File: src/rcwt_consts.svh
// register offsets, reset values, field positions and timing counts of the radio/wake register group
`ifndef RCWT_CONSTS_SVH
`define RCWT_CONSTS_SVH

`define RCWT_ADDR_W 10
// printed register offsets (byte addresses of the control port)
`define RCWT_OFF_PKT_FMT 10'h13e
`define RCWT_OFF_CH_LOW 10'h300
`define RCWT_OFF_CH_MID 10'h301
`define RCWT_OFF_CH_HIGH 10'h302
`define RCWT_OFF_TX_MOD 10'h306
`define RCWT_OFF_RX_POWER 10'h30c
`define RCWT_OFF_QUALITY 10'h30d
`define RCWT_OFF_PRAM_PAGE 10'h313
`define RCWT_OFF_TX_BASE 10'h314
`define RCWT_OFF_RX_BASE 10'h315
`define RCWT_OFF_PRESCALE 10'h316
`define RCWT_OFF_SLEEP 10'h317
`define RCWT_OFF_RELOAD_HI 10'h318
`define RCWT_OFF_RELOAD_LO 10'h319
`define RCWT_OFF_TMR_CTRL 10'h31a
`define RCWT_OFF_WAKE_STATUS 10'h31b
// own additions: interrupt status and mask
`define RCWT_OFF_IRQ_STATUS 10'h3f0
`define RCWT_OFF_IRQ_MASK 10'h3f1

// reset values
`define RCWT_RST_PKT_FMT 8'h00
`define RCWT_RST_CH_LOW 8'h80
`define RCWT_RST_CH_MID 8'ha9
`define RCWT_RST_CH_HIGH 8'h03
`define RCWT_RST_TX_MOD 8'h01
`define RCWT_RST_ZERO 8'h00
`define RCWT_RST_TX_BASE 8'h80
`define RCWT_RST_RELOAD 16'h0000

// field positions
`define RCWT_PRESCALE_MSB 2
`define RCWT_PRAM_PAGE_MSB 3
`define RCWT_SLEEP_MSB 6
`define RCWT_SLEEP_LSB 3
`define RCWT_WAKE_ON_TO_BIT 0
`define RCWT_CAL_EN_BIT 1
`define RCWT_FLAG_RST_BIT 0
`define RCWT_PREEMP_BIT 0
`define RCWT_ST_CAL_DONE_BIT 5
`define RCWT_ST_COLD_BIT 2
`define RCWT_ST_TIMEOUT_BIT 1
// interrupt bits: 0 timeout, 1 calibration done
`define RCWT_IRQ_TIMEOUT_BIT 0
`define RCWT_IRQ_CAL_BIT 1

// prescaler divide factors for codes 0..7
`define RCWT_DIV0 17'h0_0001
`define RCWT_DIV1 17'h0_0004
`define RCWT_DIV2 17'h0_0008
`define RCWT_DIV3 17'h0_0010
`define RCWT_DIV4 17'h0_0080
`define RCWT_DIV5 17'h0_0400
`define RCWT_DIV6 17'h0_2000
`define RCWT_DIV7 17'h1_0000

// timing
`define RCWT_CLK_HZ 25000000
`define RCWT_CAL_TIME_US 1000
`define RCWT_CAL_CYCLES ((`RCWT_CAL_TIME_US * (`RCWT_CLK_HZ / 1000)) / 1000)

`endif

File: src/rcwt_pkg.sv
// types shared by the radio/wake register group
package rcwt_pkg;

	// packet format selector codes
	typedef enum logic [7:0] {
		RCWT_FMT_PACKET = 8'h00,
		RCWT_FMT_RX_STREAM = 8'h02,
		RCWT_FMT_TX_STREAM = 8'h03
	} rcwt_format_type;

	// sleep mode codes
	typedef enum logic [3:0] {
		RCWT_SLEEP_RETAIN_MEM = 4'h1,
		RCWT_SLEEP_RETAIN_XTAL = 4'h4,
		RCWT_SLEEP_RETAIN_BOTH = 4'h5,
		RCWT_SLEEP_RETAIN_MEM_RC = 4'hb
	} rcwt_sleep_type;

	// calibration sequencer states
	typedef enum logic [1:0] {
		RCWT_CAL_IDLE = 2'b00,
		RCWT_CAL_RUN = 2'b01,
		RCWT_CAL_DONE = 2'b10
	} rcwt_cal_state_type;

endpackage : rcwt_pkg

File: src/rcwt_regs.sv
// register bank and wake-up timer of the low-power transceiver
//
// Operation
// - format select: 0 packet, 2/3 streaming
// - 24-bit channel word, three bytes, reset 0x03a980
// - tx bit0 pre-emphasis enable, resets on
// - read-only signed received power, reset zero
// - read-only signal quality readback, reset zero
// - transmit store base, resets to 128
// - receive store base, resets to 0
// - prescaler code divides slow clock 1..65536
// - prescaler takes effect on sleep-config write
// - 4-bit sleep mode select, four valid codes
// - wake on timeout only when enabled
// - 16-bit reload, high then low register
// - reload commits on low-byte write
// - control bit starts/disables RC calibration
// - flag-reset write clears timeout and cold-start
// - timeout flag latches until flag reset
// - calibration lasts 1 ms, then done
//
// Our own choice: strobed register access.
`timescale 1ns/1ns
`include "rcwt_consts.svh"

module rcwt_regs #(
	parameter int CAL_CYCLES = `RCWT_CAL_CYCLES
) (
	// clock, reset, enable
	input wire logic ref_clk,
	input wire logic reset_n,
	input wire logic clk_en,
	// register port
	input wire logic [`RCWT_ADDR_W-1:0] reg_addr,
	input wire logic [7:0] reg_wdata,
	input wire logic reg_wr,
	input wire logic reg_rd,
	// radio readbacks and slow clock
	input wire logic [7:0] rx_power_in,
	input wire logic rx_power_valid,
	input wire logic [7:0] quality_in,
	input wire logic quality_valid,
	input wire logic slow_osc_tick,
	input wire logic cold_start_event,
	input wire logic in_sleep,
	// configuration outputs
	output logic [7:0] reg_rdata,
	output rcwt_pkg::rcwt_format_type packet_format_select,
	output logic [23:0] channel_frequency_word,
	output logic preemphasis_enable,
	output logic [6:0] controller_owned_bits,
	output logic [3:0] program_page,
	output logic [7:0] tx_store_base,
	output logic [7:0] rx_store_base,
	output logic [3:0] sleep_mode,
	output logic wake_request,
	output logic slow_osc_calibrate_enable,
	output logic slow_osc_calibration_done,
	output logic timeout_flag,
	output logic cold_start_flag,
	output logic irq
);

	// ---------------------------------------------------------------
	// register state
	// ---------------------------------------------------------------
	logic [7:0] fmt_reg;
	logic [23:0] chan_reg;
	logic [7:0] txmod_reg;
	logic [7:0] rxpow_reg;
	logic [7:0] qual_reg;
	logic [3:0] page_reg;
	logic [7:0] txbase_reg;
	logic [7:0] rxbase_reg;
	logic [2:0] presc_stage_reg;
	logic [2:0] presc_reg;
	logic [3:0] sleep_reg;
	logic wake_on_to_reg;
	logic [7:0] reload_hi_reg;
	logic [15:0] reload_reg;
	logic cal_en_reg;
	logic flag_rst_reg;
	logic to_flag_reg;
	logic cold_flag_reg;
	logic [1:0] irq_stat_reg;
	logic [1:0] irq_mask_reg;
	logic [7:0] rdata_reg;
	logic [16:0] div_cnt_reg;
	logic [15:0] timer_reg;
	logic [31:0] cal_cnt_reg;
	rcwt_pkg::rcwt_cal_state_type cal_state_reg;
	rcwt_pkg::rcwt_cal_state_type cal_state_next;

	// ---------------------------------------------------------------
	// address decode
	// ---------------------------------------------------------------
	wire wr = reg_wr & clk_en;
	wire wr_fmt = wr && reg_addr == `RCWT_OFF_PKT_FMT;
	wire wr_ch0 = wr && reg_addr == `RCWT_OFF_CH_LOW;
	wire wr_ch1 = wr && reg_addr == `RCWT_OFF_CH_MID;
	wire wr_ch2 = wr && reg_addr == `RCWT_OFF_CH_HIGH;
	wire wr_txm = wr && reg_addr == `RCWT_OFF_TX_MOD;
	wire wr_page = wr && reg_addr == `RCWT_OFF_PRAM_PAGE;
	wire wr_txb = wr && reg_addr == `RCWT_OFF_TX_BASE;
	wire wr_rxb = wr && reg_addr == `RCWT_OFF_RX_BASE;
	wire wr_presc = wr && reg_addr == `RCWT_OFF_PRESCALE;
	wire wr_sleep = wr && reg_addr == `RCWT_OFF_SLEEP;
	wire wr_rld_hi = wr && reg_addr == `RCWT_OFF_RELOAD_HI;
	wire wr_rld_lo = wr && reg_addr == `RCWT_OFF_RELOAD_LO;
	wire wr_ctrl = wr && reg_addr == `RCWT_OFF_TMR_CTRL;
	wire wr_istat = wr && reg_addr == `RCWT_OFF_IRQ_STATUS;
	wire wr_imask = wr && reg_addr == `RCWT_OFF_IRQ_MASK;

	// flag reset acts on the write itself; the stored bit is only read back
	wire flag_clear = wr_ctrl & reg_wdata[`RCWT_FLAG_RST_BIT];

	// ---------------------------------------------------------------
	// prescaler and wake timer
	// ---------------------------------------------------------------
	logic [16:0] div_sel;
	// prescale code to divide factor
	always_comb begin
		case (presc_reg)
			3'd0: div_sel = `RCWT_DIV0;
			3'd1: div_sel = `RCWT_DIV1;
			3'd2: div_sel = `RCWT_DIV2;
			3'd3: div_sel = `RCWT_DIV3;
			3'd4: div_sel = `RCWT_DIV4;
			3'd5: div_sel = `RCWT_DIV5;
			3'd6: div_sel = `RCWT_DIV6;
			default: div_sel = `RCWT_DIV7;
		endcase
	end

	wire div_last = (div_cnt_reg + 17'h0_0001) >= div_sel;
	wire timer_tick = slow_osc_tick & div_last;
	wire timer_zero = timer_reg == 16'h0000;
	// gated so a frozen block neither wakes the device nor misses the flag it implies
	wire timeout_event = clk_en & timer_tick & timer_zero;

	// ---------------------------------------------------------------
	// calibration sequencer
	// ---------------------------------------------------------------
	wire cal_finished = cal_cnt_reg >= CAL_CYCLES - 1;
	// disabling calibration returns to idle from any state
	always_comb begin
		case (cal_state_reg)
			rcwt_pkg::RCWT_CAL_IDLE:
				cal_state_next = cal_en_reg ? rcwt_pkg::RCWT_CAL_RUN : rcwt_pkg::RCWT_CAL_IDLE;
			rcwt_pkg::RCWT_CAL_RUN:
				cal_state_next = !cal_en_reg ? rcwt_pkg::RCWT_CAL_IDLE :
					(cal_finished ? rcwt_pkg::RCWT_CAL_DONE : rcwt_pkg::RCWT_CAL_RUN);
			rcwt_pkg::RCWT_CAL_DONE:
				cal_state_next = cal_en_reg ? rcwt_pkg::RCWT_CAL_DONE : rcwt_pkg::RCWT_CAL_IDLE;
			default: cal_state_next = rcwt_pkg::RCWT_CAL_IDLE;
		endcase
	end
	wire cal_done_event = cal_state_reg == rcwt_pkg::RCWT_CAL_RUN &&
		cal_state_next == rcwt_pkg::RCWT_CAL_DONE;

	// ---------------------------------------------------------------
	// software-written registers
	// ---------------------------------------------------------------
	always_ff @(posedge ref_clk) begin
		if (!reset_n) begin
			fmt_reg <= `RCWT_RST_PKT_FMT;
			chan_reg <= {`RCWT_RST_CH_HIGH, `RCWT_RST_CH_MID, `RCWT_RST_CH_LOW};
			txmod_reg <= `RCWT_RST_TX_MOD;
			page_reg <= 4'h0;
			txbase_reg <= `RCWT_RST_TX_BASE;
			rxbase_reg <= `RCWT_RST_ZERO;
			presc_stage_reg <= 3'h0;
			presc_reg <= 3'h0;
			sleep_reg <= 4'h0;
			wake_on_to_reg <= 1'b0;
			reload_hi_reg <= `RCWT_RST_ZERO;
			reload_reg <= `RCWT_RST_RELOAD;
			cal_en_reg <= 1'b0;
			flag_rst_reg <= 1'b0;
			irq_mask_reg <= 2'b00;
		end else begin
			if (wr_fmt) fmt_reg <= reg_wdata;
			if (wr_ch0) chan_reg[7:0] <= reg_wdata;
			if (wr_ch1) chan_reg[15:8] <= reg_wdata;
			if (wr_ch2) chan_reg[23:16] <= reg_wdata;
			if (wr_txm) txmod_reg <= reg_wdata;
			if (wr_page) page_reg <= reg_wdata[`RCWT_PRAM_PAGE_MSB:0];
			if (wr_txb) txbase_reg <= reg_wdata;
			if (wr_rxb) rxbase_reg <= reg_wdata;
			if (wr_presc) presc_stage_reg <= reg_wdata[`RCWT_PRESCALE_MSB:0];
			if (wr_sleep) begin
				presc_reg <= presc_stage_reg;
				sleep_reg <= reg_wdata[`RCWT_SLEEP_MSB:`RCWT_SLEEP_LSB];
				wake_on_to_reg <= reg_wdata[`RCWT_WAKE_ON_TO_BIT];
			end
			if (wr_rld_hi) reload_hi_reg <= reg_wdata;
			if (wr_rld_lo) reload_reg <= {reload_hi_reg, reg_wdata};
			if (wr_ctrl) begin
				cal_en_reg <= reg_wdata[`RCWT_CAL_EN_BIT];
				flag_rst_reg <= reg_wdata[`RCWT_FLAG_RST_BIT];
			end
			if (wr_imask) irq_mask_reg <= reg_wdata[1:0];
		end
	end

	// ---------------------------------------------------------------
	// hardware state: readbacks, timer, flags, calibration
	// ---------------------------------------------------------------
	always_ff @(posedge ref_clk) begin
		if (!reset_n) begin
			rxpow_reg <= `RCWT_RST_ZERO;
			qual_reg <= `RCWT_RST_ZERO;
			div_cnt_reg <= 17'h0_0000;
			timer_reg <= `RCWT_RST_RELOAD;
			to_flag_reg <= 1'b0;
			cold_flag_reg <= 1'b0;
			cal_state_reg <= rcwt_pkg::RCWT_CAL_IDLE;
			cal_cnt_reg <= 32'h0000_0000;
		end else if (clk_en) begin
			if (rx_power_valid) rxpow_reg <= rx_power_in;
			if (quality_valid) qual_reg <= quality_in;
			// a new reload restarts the count so the first period is exact
			if (wr_rld_lo) begin
				timer_reg <= {reload_hi_reg, reg_wdata};
				div_cnt_reg <= 17'h0_0000;
			end else if (slow_osc_tick) begin
				div_cnt_reg <= div_last ? 17'h0_0000 : div_cnt_reg + 17'h0_0001;
				if (timer_tick) timer_reg <= timer_zero ? reload_reg : timer_reg - 16'h0001;
			end
			// event wins over a clear in the same cycle
			if (timeout_event) to_flag_reg <= 1'b1;
			else if (flag_clear) to_flag_reg <= 1'b0;
			if (cold_start_event) cold_flag_reg <= 1'b1;
			else if (flag_clear) cold_flag_reg <= 1'b0;
			cal_state_reg <= cal_state_next;
			cal_cnt_reg <= cal_state_reg == rcwt_pkg::RCWT_CAL_RUN ?
				cal_cnt_reg + 32'h0000_0001 : 32'h0000_0000;
		end
	end

	// ---------------------------------------------------------------
	// interrupt status: sticky, write one to clear, set wins
	// ---------------------------------------------------------------
	wire [1:0] irq_set = {cal_done_event, timeout_event};
	wire [1:0] irq_clr = wr_istat ? reg_wdata[1:0] : 2'b00;
	always_ff @(posedge ref_clk) begin
		if (!reset_n) irq_stat_reg <= 2'b00;
		else if (clk_en) irq_stat_reg <= irq_set | (irq_stat_reg & ~irq_clr);
	end
	assign irq = |(irq_stat_reg & irq_mask_reg);

	// ---------------------------------------------------------------
	// read path: data stand the cycle after the strobe
	// ---------------------------------------------------------------
	logic [7:0] rd_mux;
	wire [7:0] status_word = {2'b00, cal_state_reg == rcwt_pkg::RCWT_CAL_DONE, 2'b00,
		cold_flag_reg, to_flag_reg, 1'b0};
	// write-only registers and unmapped addresses read as zero
	always_comb begin
		case (reg_addr)
			`RCWT_OFF_PKT_FMT: rd_mux = fmt_reg;
			`RCWT_OFF_CH_LOW: rd_mux = chan_reg[7:0];
			`RCWT_OFF_CH_MID: rd_mux = chan_reg[15:8];
			`RCWT_OFF_CH_HIGH: rd_mux = chan_reg[23:16];
			`RCWT_OFF_TX_MOD: rd_mux = txmod_reg;
			`RCWT_OFF_RX_POWER: rd_mux = rxpow_reg;
			`RCWT_OFF_QUALITY: rd_mux = qual_reg;
			`RCWT_OFF_PRAM_PAGE: rd_mux = {4'h0, page_reg};
			`RCWT_OFF_TX_BASE: rd_mux = txbase_reg;
			`RCWT_OFF_RX_BASE: rd_mux = rxbase_reg;
			`RCWT_OFF_SLEEP: rd_mux = {1'b0, sleep_reg, 2'b00, wake_on_to_reg};
			`RCWT_OFF_RELOAD_LO: rd_mux = reload_reg[7:0];
			`RCWT_OFF_TMR_CTRL: rd_mux = {6'h00, cal_en_reg, flag_rst_reg};
			`RCWT_OFF_WAKE_STATUS: rd_mux = status_word;
			`RCWT_OFF_IRQ_STATUS: rd_mux = {6'h00, irq_stat_reg};
			`RCWT_OFF_IRQ_MASK: rd_mux = {6'h00, irq_mask_reg};
			default: rd_mux = 8'h00;
		endcase
	end
	always_ff @(posedge ref_clk) begin
		if (!reset_n) rdata_reg <= 8'h00;
		else if (clk_en) rdata_reg <= reg_rd ? rd_mux : 8'h00;
	end

	// ---------------------------------------------------------------
	// outputs
	// ---------------------------------------------------------------
	assign reg_rdata = rdata_reg;
	assign packet_format_select = rcwt_pkg::rcwt_format_type'(fmt_reg);
	assign channel_frequency_word = chan_reg;
	assign preemphasis_enable = txmod_reg[`RCWT_PREEMP_BIT];
	assign controller_owned_bits = txmod_reg[7:1];
	assign program_page = page_reg;
	assign tx_store_base = txbase_reg;
	assign rx_store_base = rxbase_reg;
	assign sleep_mode = sleep_reg;
	assign wake_request = in_sleep & wake_on_to_reg & timeout_event;
	assign slow_osc_calibrate_enable = cal_en_reg;
	assign slow_osc_calibration_done = cal_state_reg == rcwt_pkg::RCWT_CAL_DONE;
	assign timeout_flag = to_flag_reg;
	assign cold_start_flag = cold_flag_reg;

endmodule : rcwt_regs

File: config.mk
export PLATFORM = sky130hd
export DESIGN_NAME = rcwt_regs
export DESIGN_NICKNAME = d
export VERILOG_FILES = /design/src/rcwt_pkg.sv /design/src/rcwt_regs.sv
export VERILOG_INCLUDE_DIRS = /design/src /design/src/src
export SDC_FILE = /design/constraint.sdc
export NUM_CORES = 1
export LEC_CHECK = 0
export BUFFER_PORTS_ARGS = -buffer_cell sky130_fd_sc_hd__buf_4
export CORE_MARGIN = 2
export CORE_UTILIZATION = 40
export DETAILED_ROUTE_END_ITERATION = 6
export PLACE_DENSITY = 0.57
export SKIP_CTS_REPAIR_TIMING = 1
export SYNTH_ARGS = -nofsm -noshare
export SYNTH_HDL_FRONTEND = slang
export SYNTH_SLANG_ARGS = --single-unit
File: constraint.sdc
create_clock -name ref_clk -period 3.9 [get_ports ref_clk]
set_clock_uncertainty 0.1 [all_clocks]
set_input_delay 0.195 -clock ref_clk [delete_from_list [all_inputs] [get_ports ref_clk]]
set_output_delay 0.195 -clock ref_clk [all_outputs]
set_load 0.05 [all_outputs]
# Yosys cells after proc, flatten, opt, wreduce, memory -nomap -nowiden
# Cells that the tools add are included.
[word_totals] input_bits=44 output_inout_bits=78 regBits=194
[op_classes] mux=20 bitwise=11 reduce_logical=30 eq_ne=27 add_sub_neg=3 n_lt_le_gt_ge=2
[ops] operator="== test 10 bit (second input constant)" n=17
[ops] operator="one-hot mux 8 bit (16 select lines)" n=1
[ops] operator="one-hot mux 17 bit (7 select lines)" n=1
[ops] operator="2-to-1 mux 16 bit" n=4
[ops] operator="2-to-1 mux 17 bit" n=3
[ops] operator="adder 32 x 1 -> 32 bit (second input constant)" n=1
[ops] operator="greater-or-equal comparator 32 x 15 -> 1 bit (second input constant)" n=1
[ops] operator="2-to-1 mux 32 bit" n=1
[ops] operator="adder 17 x 1 -> 17 bit (second input constant)" n=1
[ops] operator="greater-or-equal comparator 17 bit" n=1
[ops] operator="logical AND 1 bit" n=16
[ops] operator="logical NOT 16 bit" n=1
[ops] operator="subtractor 16 x 1 -> 16 bit (second input constant)" n=1
[ops] operator="== test 10 x 9 -> 1 bit (second input constant)" n=1
[ops] operator="AND reduction 2 bit" n=5
[ops] operator="== test 3 bit (second input constant)" n=3
[ops] operator="2-to-1 mux 2 bit" n=4
[ops] operator="2-to-1 mux 8 bit" n=1
[ops] operator="nonzero test 2 bit" n=4
[ops] operator="bitwise AND 1 bit" n=7
[ops] operator="== test 3 x 2 -> 1 bit (second input constant)" n=2
[ops] operator="one-hot mux 2 bit (3 select lines)" n=1
[ops] operator="bitwise AND 2 bit" n=2
[ops] operator="== test 2 bit (second input constant)" n=2
[ops] operator="other kinds (9)" n=12

# Depth between registers and ports, before layout
# Gate-level depths: netlist of run 1.
[depth] ltp_word=8 depth_mapped=14 ltp_nobuf=11

# Worst setup path after synthesis of run 1
# Ideal clock, no wire load.
[synth_path] path_kind="flip-flop to output port" startpoint="register div_cnt_reg[0]" endpoint="output port wake_request" arrival_time_ns=3.493 stages_incl_launch_ff=12 slack_ns=0.112 path_cell_list="dfxtp_1 -> ha_1 -> buf_2 -> nand3_2 -> nor4_2 -> nand3_1 -> xnor2_1 -> ha_1 -> nand3_1 -> o2111ai_4 -> nand2_1 -> nor3_1"
[synth_between] elab_chain_cells=6
[synth_lines] element="start, declared" line="rcwt_regs.sv:88" text="logic [16:0] div_cnt_reg;"
[synth_lines] element="start signal, assigned" line="rcwt_regs.sv:227" text="div_cnt_reg <= div_last ? 17'h0_0000 : div_cnt_reg + 17'h0_0001;"
[synth_lines] element="adder 17 x 1 -> 17 bit" line="rcwt_regs.sv:135" text="wire div_last = (div_cnt_reg + 17'h0_0001) >= div_sel;"
[synth_lines] element="greater-or-equal comparator 17 bit" line="rcwt_regs.sv:135"
[synth_lines] element="bitwise AND 1 bit" line="rcwt_regs.sv:136" text="wire timer_tick = slow_osc_tick & div_last;"
[synth_lines] element="bitwise AND 1 bit (2 in series)" line="rcwt_regs.sv:139" text="wire timeout_event = clk_en & timer_tick & timer_zero;"
[synth_lines] element="bitwise AND 1 bit" line="rcwt_regs.sv:297" text="assign wake_request = in_sleep & wake_on_to_reg & timeout_event;"
[synth_lines] element="end, declared" line="rcwt_regs.sv:56" text="output logic wake_request,"
# Every way passes these cells.

# Final worst setup path of run 1
[layout_path] startpoint="register div_cnt_reg[1]" endpoint="output port wake_request"
# The elaborated chain is that of the path after synthesis.

==> results of run 1 <==
==> worst paths after layout <==
check / from / end / slack, ps / cells past startpoint
worst max-delay path: div_cnt_reg[1] / wake_request / 250 / 12
worst min-delay path: quality_valid / qual_reg[7] / -9 / 3
worst max register to register: div_cnt_reg[8] / timer_reg[14] / 440 / 11
worst min register to register: reload_reg[11] / reload_reg[11] / 360 / 2
==> cells in the final DEF, fill, tap and decap left out, types with 4 or more instances in the layout <==
cell	instances
nor2b_1	4
nor4_4	4
nand2_1	161
nor2_1	110
a22oi_1	18
and2_1	4
xnor2_1	18
ha_1	11
nor3_2	8
clkbuf_16	17
dfxtp_1	193
xor2_1	24
inv_1	25
a31oi_1	11
nand4_1	15
o21ai_0	36
a222oi_1	12
a21oi_1	97
nand3_1	105
clkinv_8	6
nor4_1	21
nor3_1	16
and3_1	7
dlygate4sd3_1	28
or4_1	7
nand4b_1	4
a221oi_1	16
a21o_1	4
mux2i_1	50
o31ai_1	4
nand3b_1	6
buf_4	157
and4_1	6
or3_1	10
o211ai_1	9
nand2b_1	11
==> kinds of logic (layout without fill, tap and decap cells) <==
kind of cell	after synthesis	count (layout)
and+or+nand+nor	515	515
adders and majority gates	12	12
buffers and inverters	101	243
DFF	194	194
AOI/OAI and AO/OA	247	247
muxes	50	50
xor gates and xnor gates	42	42
==> layout make-up <==
class	count	area, um^2	share of cell area, %
Inverter	26	98.84	0.8453
Timing Repair Buffer	185	1459	12.48
Clock inverter	15	186.4	1.594
Sequential cell	194	3885	33.22
Clock buffer	17	425.4	3.638
Tap cell	319	399.1	3.413
Multi-Input combinational cell	866	5240	44.81
==> critical path, delay by kind of cell (launching register included) <==
family / cells / cell delay, ps
AOI/OAI and AO/OA: 1 / 270
buffers and inverters: 2 / 450
xor gates and xnor gates: 1 / 200
and+or+nand+nor: 6 / 1020
DFF: 1 / 410
adders and majority gates: 2 / 570
==> layer usage <==
layer | share of wire, % | routed length (um)
met5 | 0 | 0
met4 | 1.5 | 463
met3 | 8.3 | 2560
met2 | 44 | 13560
met1 | 46 | 14270
==> metrics by stage <==
stage	hold WS [ps]	setup WS [ps]	area [um^2]
3_5_place_dp	348.7	393.0	10760
6_report	-8.923	247.9	11690
4_1_cts	-87.26	-103.6	11380
5_1_grt	0.08776	6.116	11690
3_3_place_gp	341.2	451.2	10760
2_1_floorplan	242.7	112.5	9507
==> power groups by stage <==
| stage | Sequential (mW) | Clock (mW) | Combinational (mW) |
|---|---|---|---|
| floorplan | 2.08 | 0 | 0.264 |
| global placement | 2.09 | 0 | 0.391 |
| detailed placement | 2.09 | 0 | 0.391 |
| CTS | 2.04 | 1.84 | 0.393 |
| global route | 2.04 | 1.92 | 0.459 |
| finish | 2.04 | 1.81 | 0.418 |
==> results.yml, run 1 <==
final_layout:
  nets: 1346
  fillers: 2262
  diodes: 0
  final_cells: 1622
  drive_gt1_share_pct: 17.04
  syn_to_final_growth_pct: 23.01
  final_util_pct: 49.97
  largest_register_ffs: 32
global_routing:
  grt_pass1_wl_um: 46720
  grt-ovfl-total: 0
  met2_usage_pct: 35.61
  grt_pass1_vias: 8124
  grt_max_degree: 97
  grt_use_met3_pct: 5.749
  grt_util_all_layers_pct: 24.29
  top_usage_layer: "met2"
  met1_usage_pct: 35.45
  antenna_found_initial: 0
clock_tree:
  clock_path_buffers: 2
  numCtsBuffers: 17
  clock_latency_ps: 450
  clk_pin_slew_ps: 90
  cts-root-buf: "clkbuf_16"
  clock_sinks: 194
  h-tree-depth: 4
  cts_tree: "done"
critical_path:
  path_class: "reg -> out"
  worstPathRequired_ps: 3610
  cpMaxStageDelayCell: "dfxtp_1"
  end_kind: "output port"
  start_kind: "flop"
  path_cells: "ha_2 > nand3_2 > buf_4 > nor2_1 > nand4_1 > xnor2_1 > ha_1 > nand3_1 > o2111ai_4 > nand2_1 > nor3_2 > buf_4"
  arrival_ps: 3360
  cp_max_fo: 8
  cp_common_cell: "buf_4"
  slowest_delay_ps: 410
die:
  core_um2: 23400
  start_util_pct: 40.62
  die_w_um: 158.2
  dieArea_um2: 25020
  die_h_um: 158.2
  num_rows: 56
  pin_count: 122
synth:
  synth_ff_type: "dfxtp_1"
  yosys_warnings: 0
  syn_area_um2: 9507
  netlist_top_cells_area: "dfxtp_1 41%, nand2_1 6.4%, nand3_1 5.5%"
  synth-simple-area-share_pct: 27.01
  synth_compound_area_share_pct: 17.08
  post-synth-top-count-cell: "dfxtp_1"
  ys_seq_area_share_pct: 40.85
  syn-num-nets: 1217
  synth_mux_area_share_pct: 5.265
  synthTopCellsByCount: "194 x dfxtp_1, 161 x nand2_1, 110 x nor2_1, 105 x nand3_1, 97 x a21oi_1"
  synth-seq-cells: 194
  avgSynthCellArea_um2: 8.188
  yosysTopAreaCellShare_pct: 40.85
  synth-edff-count: 0
  synth-adder-area-share_pct: 1.579
  synth_top_area_cell: "dfxtp_1"
  synth_top_family_by_area: "simple AND/OR/NAND/NOR gates"
  synth_xor_area_share_pct: 3.869
  async_flop_share_pct: 0
  yosysUniqueCellTypes: 72
  synth_cells: 1161
detailed_routing:
  antenna_left: 0
  drcViolationCount: 0
  first_pass_iters: 7
  viasPerCell: 5.694
  drt-total-wl_um: 30860
  vias: 9236
  wl_per_cell_um: 19.02
  drt-initial-drc-count: 869
power:
  p_sw_share_pct: 28.85
  sequentialPowerShare_pct: 47.8
  peakVddDrop_v: 0.0003152
  p_comb_share_pct: 9.8
  pwr_density_cell_nw_per_um2: 365.4
  power_switching_mw: 1.233
  p_int_mw: 3.040
  power.total_mw: 4.272
  p_clk_share_pct: 42.5
  p_leak_nw: 4.233
worst_hold_path:
  min_path_type: "in -> reg"
placement:
  post-dp-hpwl_um: 21230
  place.gp.congestion: 0.8600
  numPortBuffers: 121
  post-place-cells: 1560
sta:
  timing.setup.tns_ps: 0
  rsz0062_at_grt: "no"
  period_minus_slack_ps: 3652
  max_freq_mhz: 273.8
  finalSetupViolCount: 0
  worst_slew_pin_slew_ps: 1066
  maxSlewViolCount: 0
  hold_viol: 3
  whs_ps: -8.923
  relSlewSlack_pct: 28.79
  min_period_over_period_pct: 93.64
job:
  max_cap_viol_count: 0
outcome:
  status: "finished with violations"
  violations: "negative hold slack"
Power figures use the tool's default switching activity.
==> run 2, diff against run 1 <==
--- a/config.mk
+++ b/config.mk
@@ -6,6 +6,7 @@
 export SDC_FILE = /design/constraint.sdc
 export NUM_CORES = 1
 export LEC_CHECK = 0
+export ABC_AREA = 1
 export BUFFER_PORTS_ARGS = -buffer_cell sky130_fd_sc_hd__buf_4
 export CORE_MARGIN = 2
 export CORE_UTILIZATION = 40
==> run 2 against run 1 <==
The flow now finishes without violations; final cell count is 18% higher; wire length up 4.4%; area after synthesis rose by 4.5%; power shrank 1.4%; synthesized cell count grew 26%; first-iteration DRC count down 15%.
==> results.yml, run 2 <==
synth:
  synth_ff_type: "dfxtp_1"
  async_flop_share_pct: 0
  synthTopCellsByCount: "281 x nand2_1, 194 x dfxtp_1, 177 x inv_1, 162 x nor2_1, 144 x a21oi_1"
  yosysTopAreaCellShare_pct: 39.08
  yosys_warnings: 0
  synth_compound_area_share_pct: 18.92
  synth-edff-count: 0
  post-synth-top-count-cell: "nand2_1"
  synth-seq-cells: 194
  ys_seq_area_share_pct: 39.08
  yosysUniqueCellTypes: 45
  synth_xor_area_share_pct: 1.763
  avgSynthCellArea_um2: 6.802
  netlist_top_cells_area: "dfxtp_1 39%, nand2_1 11%, a21oi_1 7.3%"
  synth-simple-area-share_pct: 29.53
  synth_top_family_by_area: "simple AND/OR/NAND/NOR gates"
  synth_top_area_cell: "dfxtp_1"
  syn_area_um2: 9937
  synth-adder-area-share_pct: 1.511
  syn-num-nets: 1517
  synth_cells: 1461
  synth_mux_area_share_pct: 0
clock_tree:
  cts-root-buf: "clkbuf_16"
  clock_path_buffers: 2
  clock_latency_ps: 440
  numCtsBuffers: 17
  clk_pin_slew_ps: 70
  cts_tree: "done"
  h-tree-depth: 4
  clock_sinks: 194
sta:
  timing.setup.tns_ps: 0
  finalSetupViolCount: 0
  relSlewSlack_pct: 18.21
  hold_viol: 0
  period_minus_slack_ps: 3613
  whs_ps: 25.63
  min_period_over_period_pct: 92.64
  worst_slew_pin_slew_ps: 1217
  rsz0062_at_grt: "no"
  maxSlewViolCount: 0
  max_freq_mhz: 276.8
die:
  core_um2: 24320
  pin_count: 122
  num_rows: 57
  dieArea_um2: 26120
  die_w_um: 161.6
  start_util_pct: 40.86
  die_h_um: 161.6
global_routing:
  grt_pass1_vias: 9198
  grt_util_all_layers_pct: 24.34
  antenna_found_initial: 0
  grt_pass1_wl_um: 50180
  grt-ovfl-total: 0
  grt_max_degree: 94
placement:
  post-dp-hpwl_um: 23400
  numPortBuffers: 121
  place.gp.congestion: 0.9414
  place_area_um2: 11080
  post-place-cells: 1860
final_layout:
  syn_to_final_growth_pct: 19.74
  final_cells: 1916
  diodes: 0
  drive_gt1_share_pct: 12.63
  nets: 1635
  largest_register_ffs: 32
  final_common_cell: "nand2_1"
  final_util_pct: 48.93
  mostFrequentLayoutCells: "281 x nand2_1, 192 x dfxtp_1, 176 x inv_1"
  fin_area_um2: 11900
critical_path:
  start_kind: "flop"
  cp_max_fo: 9
  end_kind: "output port"
  path_class: "reg -> out"
  arrival_ps: 3320
  worstPathRequired_ps: 3610
power:
  pwr_density_cell_nw_per_um2: 353.9
  peakVddDrop_v: 0.0002555
  p_leak_nw: 4.770
detailed_routing:
  drcViolationCount: 0
  drt-total-wl_um: 32200
  viasPerCell: 5.302
  drt-initial-drc-count: 737
  wl_per_cell_um: 16.80
  vias: 10160
  antenna_left: 0
  first_pass_iters: 6
worst_hold_path:
  min_path_type: "in -> reg"
outcome:
  status: "complete, no violations"
job:
  max_cap_viol_count: 0
==> run 2: kinds of logic after synthesis <==
family | Yosys count
buffers and inverters | 237
AO/OA/AOI/OAI | 337
adder cells (fa/ha/maj) | 12
flip-flops | 194
XOR/XNOR | 20
AND/OR/NAND/NOR | 661
==> run 2: layout make-up <==
type	instances	area, um^2
Fill cell	2569	12420
Multi-Input combinational cell	1030	5150
Sequential cell	194	3886
Timing Repair Buffer	152	1197
Inverter	184	690.7
Clock buffer	18	429.2
Tap cell	324	405.4
Clock inverter	14	140.1
==> run 2: report_power, final <==
group	internal, mW	switching [mW]
clock network	0.854	0.875
logic	0.158	0.293
registers	2.01	0.0229
==> run 2: final timing paths <==
path / start / to / slack [ps] / cells past startpoint
worst min-delay path: reg_wdata[3] / sleep_mode[0] / 30 / 3
worst max-delay path: div_cnt_reg[0] / wake_request / 290 / 18
worst max register to register: div_cnt_reg[0] / timer_reg[3] / 850 / 16
worst min register to register: presc_stage_reg[1] / presc_stage_reg[1] / 360 / 2
==> run 2: per-stage QoR <==
stage	total power, mW	setup WS, ps
6_report	4.212	287.2
5_1_grt	4.382	33.87
4_1_cts	4.224	138.3
3_5_place_dp	2.509	623.4
3_3_place_gp	2.509	671.0
2_1_floorplan	2.362	661.6
==> run 2: metal layers <==
metal  wire, um  track usage (%)
met1      14990            33.97
met2      15000            39.88
met3       1670            3.184
met4        538            6.195
met5          0                0
==> run 2: critical path: stages (launching register included) <==
cell and delay, ps:
dfxtp_2 360, ha_2 200, nand2_2 90, nor2_4 140, nand4_1 150, nor3_2 230
xor2_1 120, ha_1 350, nand3_1 90, nor3_1 140, nand3_1 100, nor2_1 90
nand3_1 90, nand2_2 130, nor2_4 80, nor2_1 90, nand2_1 130, nor2_2 150
buf_6 170
==> run 3, diff against run 2 <==
--- a/config.mk
+++ b/config.mk
@@ -7,11 +7,11 @@
 export NUM_CORES = 1
 export LEC_CHECK = 0
 export ABC_AREA = 1
-export BUFFER_PORTS_ARGS = -buffer_cell sky130_fd_sc_hd__buf_4
 export CORE_MARGIN = 2
 export CORE_UTILIZATION = 40
 export DETAILED_ROUTE_END_ITERATION = 6
-export PLACE_DENSITY = 0.57
+export DONT_BUFFER_PORTS = 1
+export PLACE_DENSITY = 0.52
 export SKIP_CTS_REPAIR_TIMING = 1
 export SYNTH_ARGS = -nofsm -noshare
 export SYNTH_HDL_FRONTEND = slang
==> run 3 against run 2 <==
The flow now finishes with violations (negative hold slack); sequential power about the same; power is 3.3% higher; register-to-register slack lost 210 ps; fmax is 0.75% higher; non-clock buffer count down 118; clock power rose by 10%; via count shrank 5.8%; utilization fell by 3.2 points; worst hold slack got worse by 50 ps; critical endpoint unchanged; highest routed layer unchanged.
==> results.yml, run 3 (synthesis results as in run 2) <==
die:
  core_um2: 24320
  dieArea_um2: 26120
  start_util_pct: 40.86
  die_h_um: 161.6
  die_w_um: 161.6
  num_rows: 57
  pin_count: 122
final_layout:
  drive_gt1_share_pct: 5.224
  final_util_pct: 45.71
  mostFrequentLayoutCells: "281 x nand2_1, 192 x dfxtp_1, 176 x inv_1"
  nets: 1517
  largest_register_ffs: 32
  fillers: 2575
  final_common_cell: "nand2_1"
  diodes: 0
  fin_area_um2: 11120
  syn_to_final_growth_pct: 11.87
detailed_routing:
  wl_per_cell_um: 18.13
  vias: 9571
  drt-total-wl_um: 32600
  first_pass_iters: 5
  viasPerCell: 5.323
  antenna_left: 0
  drt-initial-drc-count: 656
  drcViolationCount: 0
clock_tree:
  clock_sinks: 194
  h-tree-depth: 4
  clock_path_buffers: 2
  cts-root-buf: "clkbuf_16"
  cts_tree: "done"
  clk_pin_slew_ps: 80
  clock_latency_ps: 450
  numCtsBuffers: 17
sta:
  maxSlewViolCount: 0
  rsz0062_at_grt: "no"
  min_period_over_period_pct: 91.94
  max_freq_mhz: 278.9
  worst_slew_pin_slew_ps: 1195
  whs_ps: -24.47
  period_minus_slack_ps: 3586
  hold_viol: 15
  relSlewSlack_pct: 19.67
  finalSetupViolCount: 0
  timing.setup.tns_ps: 0
critical_path:
  path_class: "reg -> out"
  start_kind: "flop"
  critPathLaunch: "div_cnt_reg[0]"
  rr_worst_depth: 18
  rrSetupSlack_ps: 640
  arrival_ps: 3290
  end_kind: "output port"
  cp-endpoint: "wake_request"
  timing.rr.end: "timer_reg[2]"
  cp_max_fo: 4
  r2r_start: "div_cnt_reg[0]"
  worstPathRequired_ps: 3610
global_routing:
  grt_util_all_layers_pct: 24.84
  grt_max_degree: 95
  grt_pass1_vias: 8994
  antenna_found_initial: 0
  grt-ovfl-total: 0
  grt_pass1_wl_um: 50760
power:
  peakVddDrop_v: 0.0002730
  p_leak_nw: 4.209
  pwr_density_cell_nw_per_um2: 391.5
placement:
  place.gp.congestion: 0.8671
  numPortBuffers: 0
  post-dp-hpwl_um: 23630
  place_area_um2: 10170
job:
  max_cap_viol_count: 0
outcome:
  status: "finished with violations"
  violations: "negative hold slack"
worst_hold_path:
  worstHoldPathCells: 3
  min_path_type: "in -> reg"
run 3: changes by cell type in the layout (fill, tap and decap cells not counted), sizes merged:
cell,change
clkbuf,-1
inv,+1
dlygate4sd3,+5
bufinv,+1
buf,-123
clkinvlp,-1
run 3: worst min-delay path by stage:
stage,startpoint,endpoint
floorplan,reg_wdata[7],tx_store_base[7]
global placement,reset_n,channel_frequency_word[7]
detailed placement,reset_n,channel_frequency_word[7]
CTS,reset_n,channel_frequency_word[7]
global route,clk_en,cal_cnt_reg[31]
finish,clk_en,cal_cnt_reg[23]
run 3: final cells by class:
class | instances | area, um^2 | share of cell area [%]
Multi-Input combinational cell | 1030 | 5145 | 46.28
Timing Repair Buffer | 34 | 344.1 | 3.095
Inverter | 184 | 690.7 | 6.213
Clock inverter | 15 | 220.2 | 1.981
Clock buffer | 17 | 425.4 | 3.827
Tap cell | 324 | 405.4 | 3.647
Sequential cell | 194 | 3886 | 34.96
run 3: routing by layer:
layer	track usage, %	part of all wire (%)
met1	33.02	46
met2	40.11	46
met3	6.497	6.2
met4	6.597	2.0
met5	0	0
run 3: stage by stage:
stage / hold WS [ps] / power, mW / instances / worst slack, ps
floorplan: 225.4 / 2.362 / 1461 / 661.6
global placement: 218.8 / 2.442 / 1739 / 676.9
detailed placement: 224.6 / 2.441 / 1739 / 606.2
CTS: -237.4 / 4.338 / 1771 / 209.4
global route: 3.889 / 4.529 / 1798 / 6.644
finish: -24.47 / 4.352 / 1798 / 314.2
run 3: report_power, final:
group          internal, mW  switching [mW]  leakage [nW]
Clock                 0.952           0.954         0.313
Combinational         0.134           0.274          2.33
Sequential             2.01          0.0291          1.57
run 3: critical path, stage by stage, from the launching register on:
cell and delay (ps):
dfxtp_2 370, ha_1 200, nand2_2 100, nor2_4 140, nand4_1 170, nor3_2 220
xor2_1 110, ha_1 330, nand3_1 90, nor3_1 130, nand3_1 90, nor2_1 110
nand3_1 100, nand2_2 130, nor2_4 50, nor2_1 90, nand2_1 90, nor2_1 150
buf_6 170
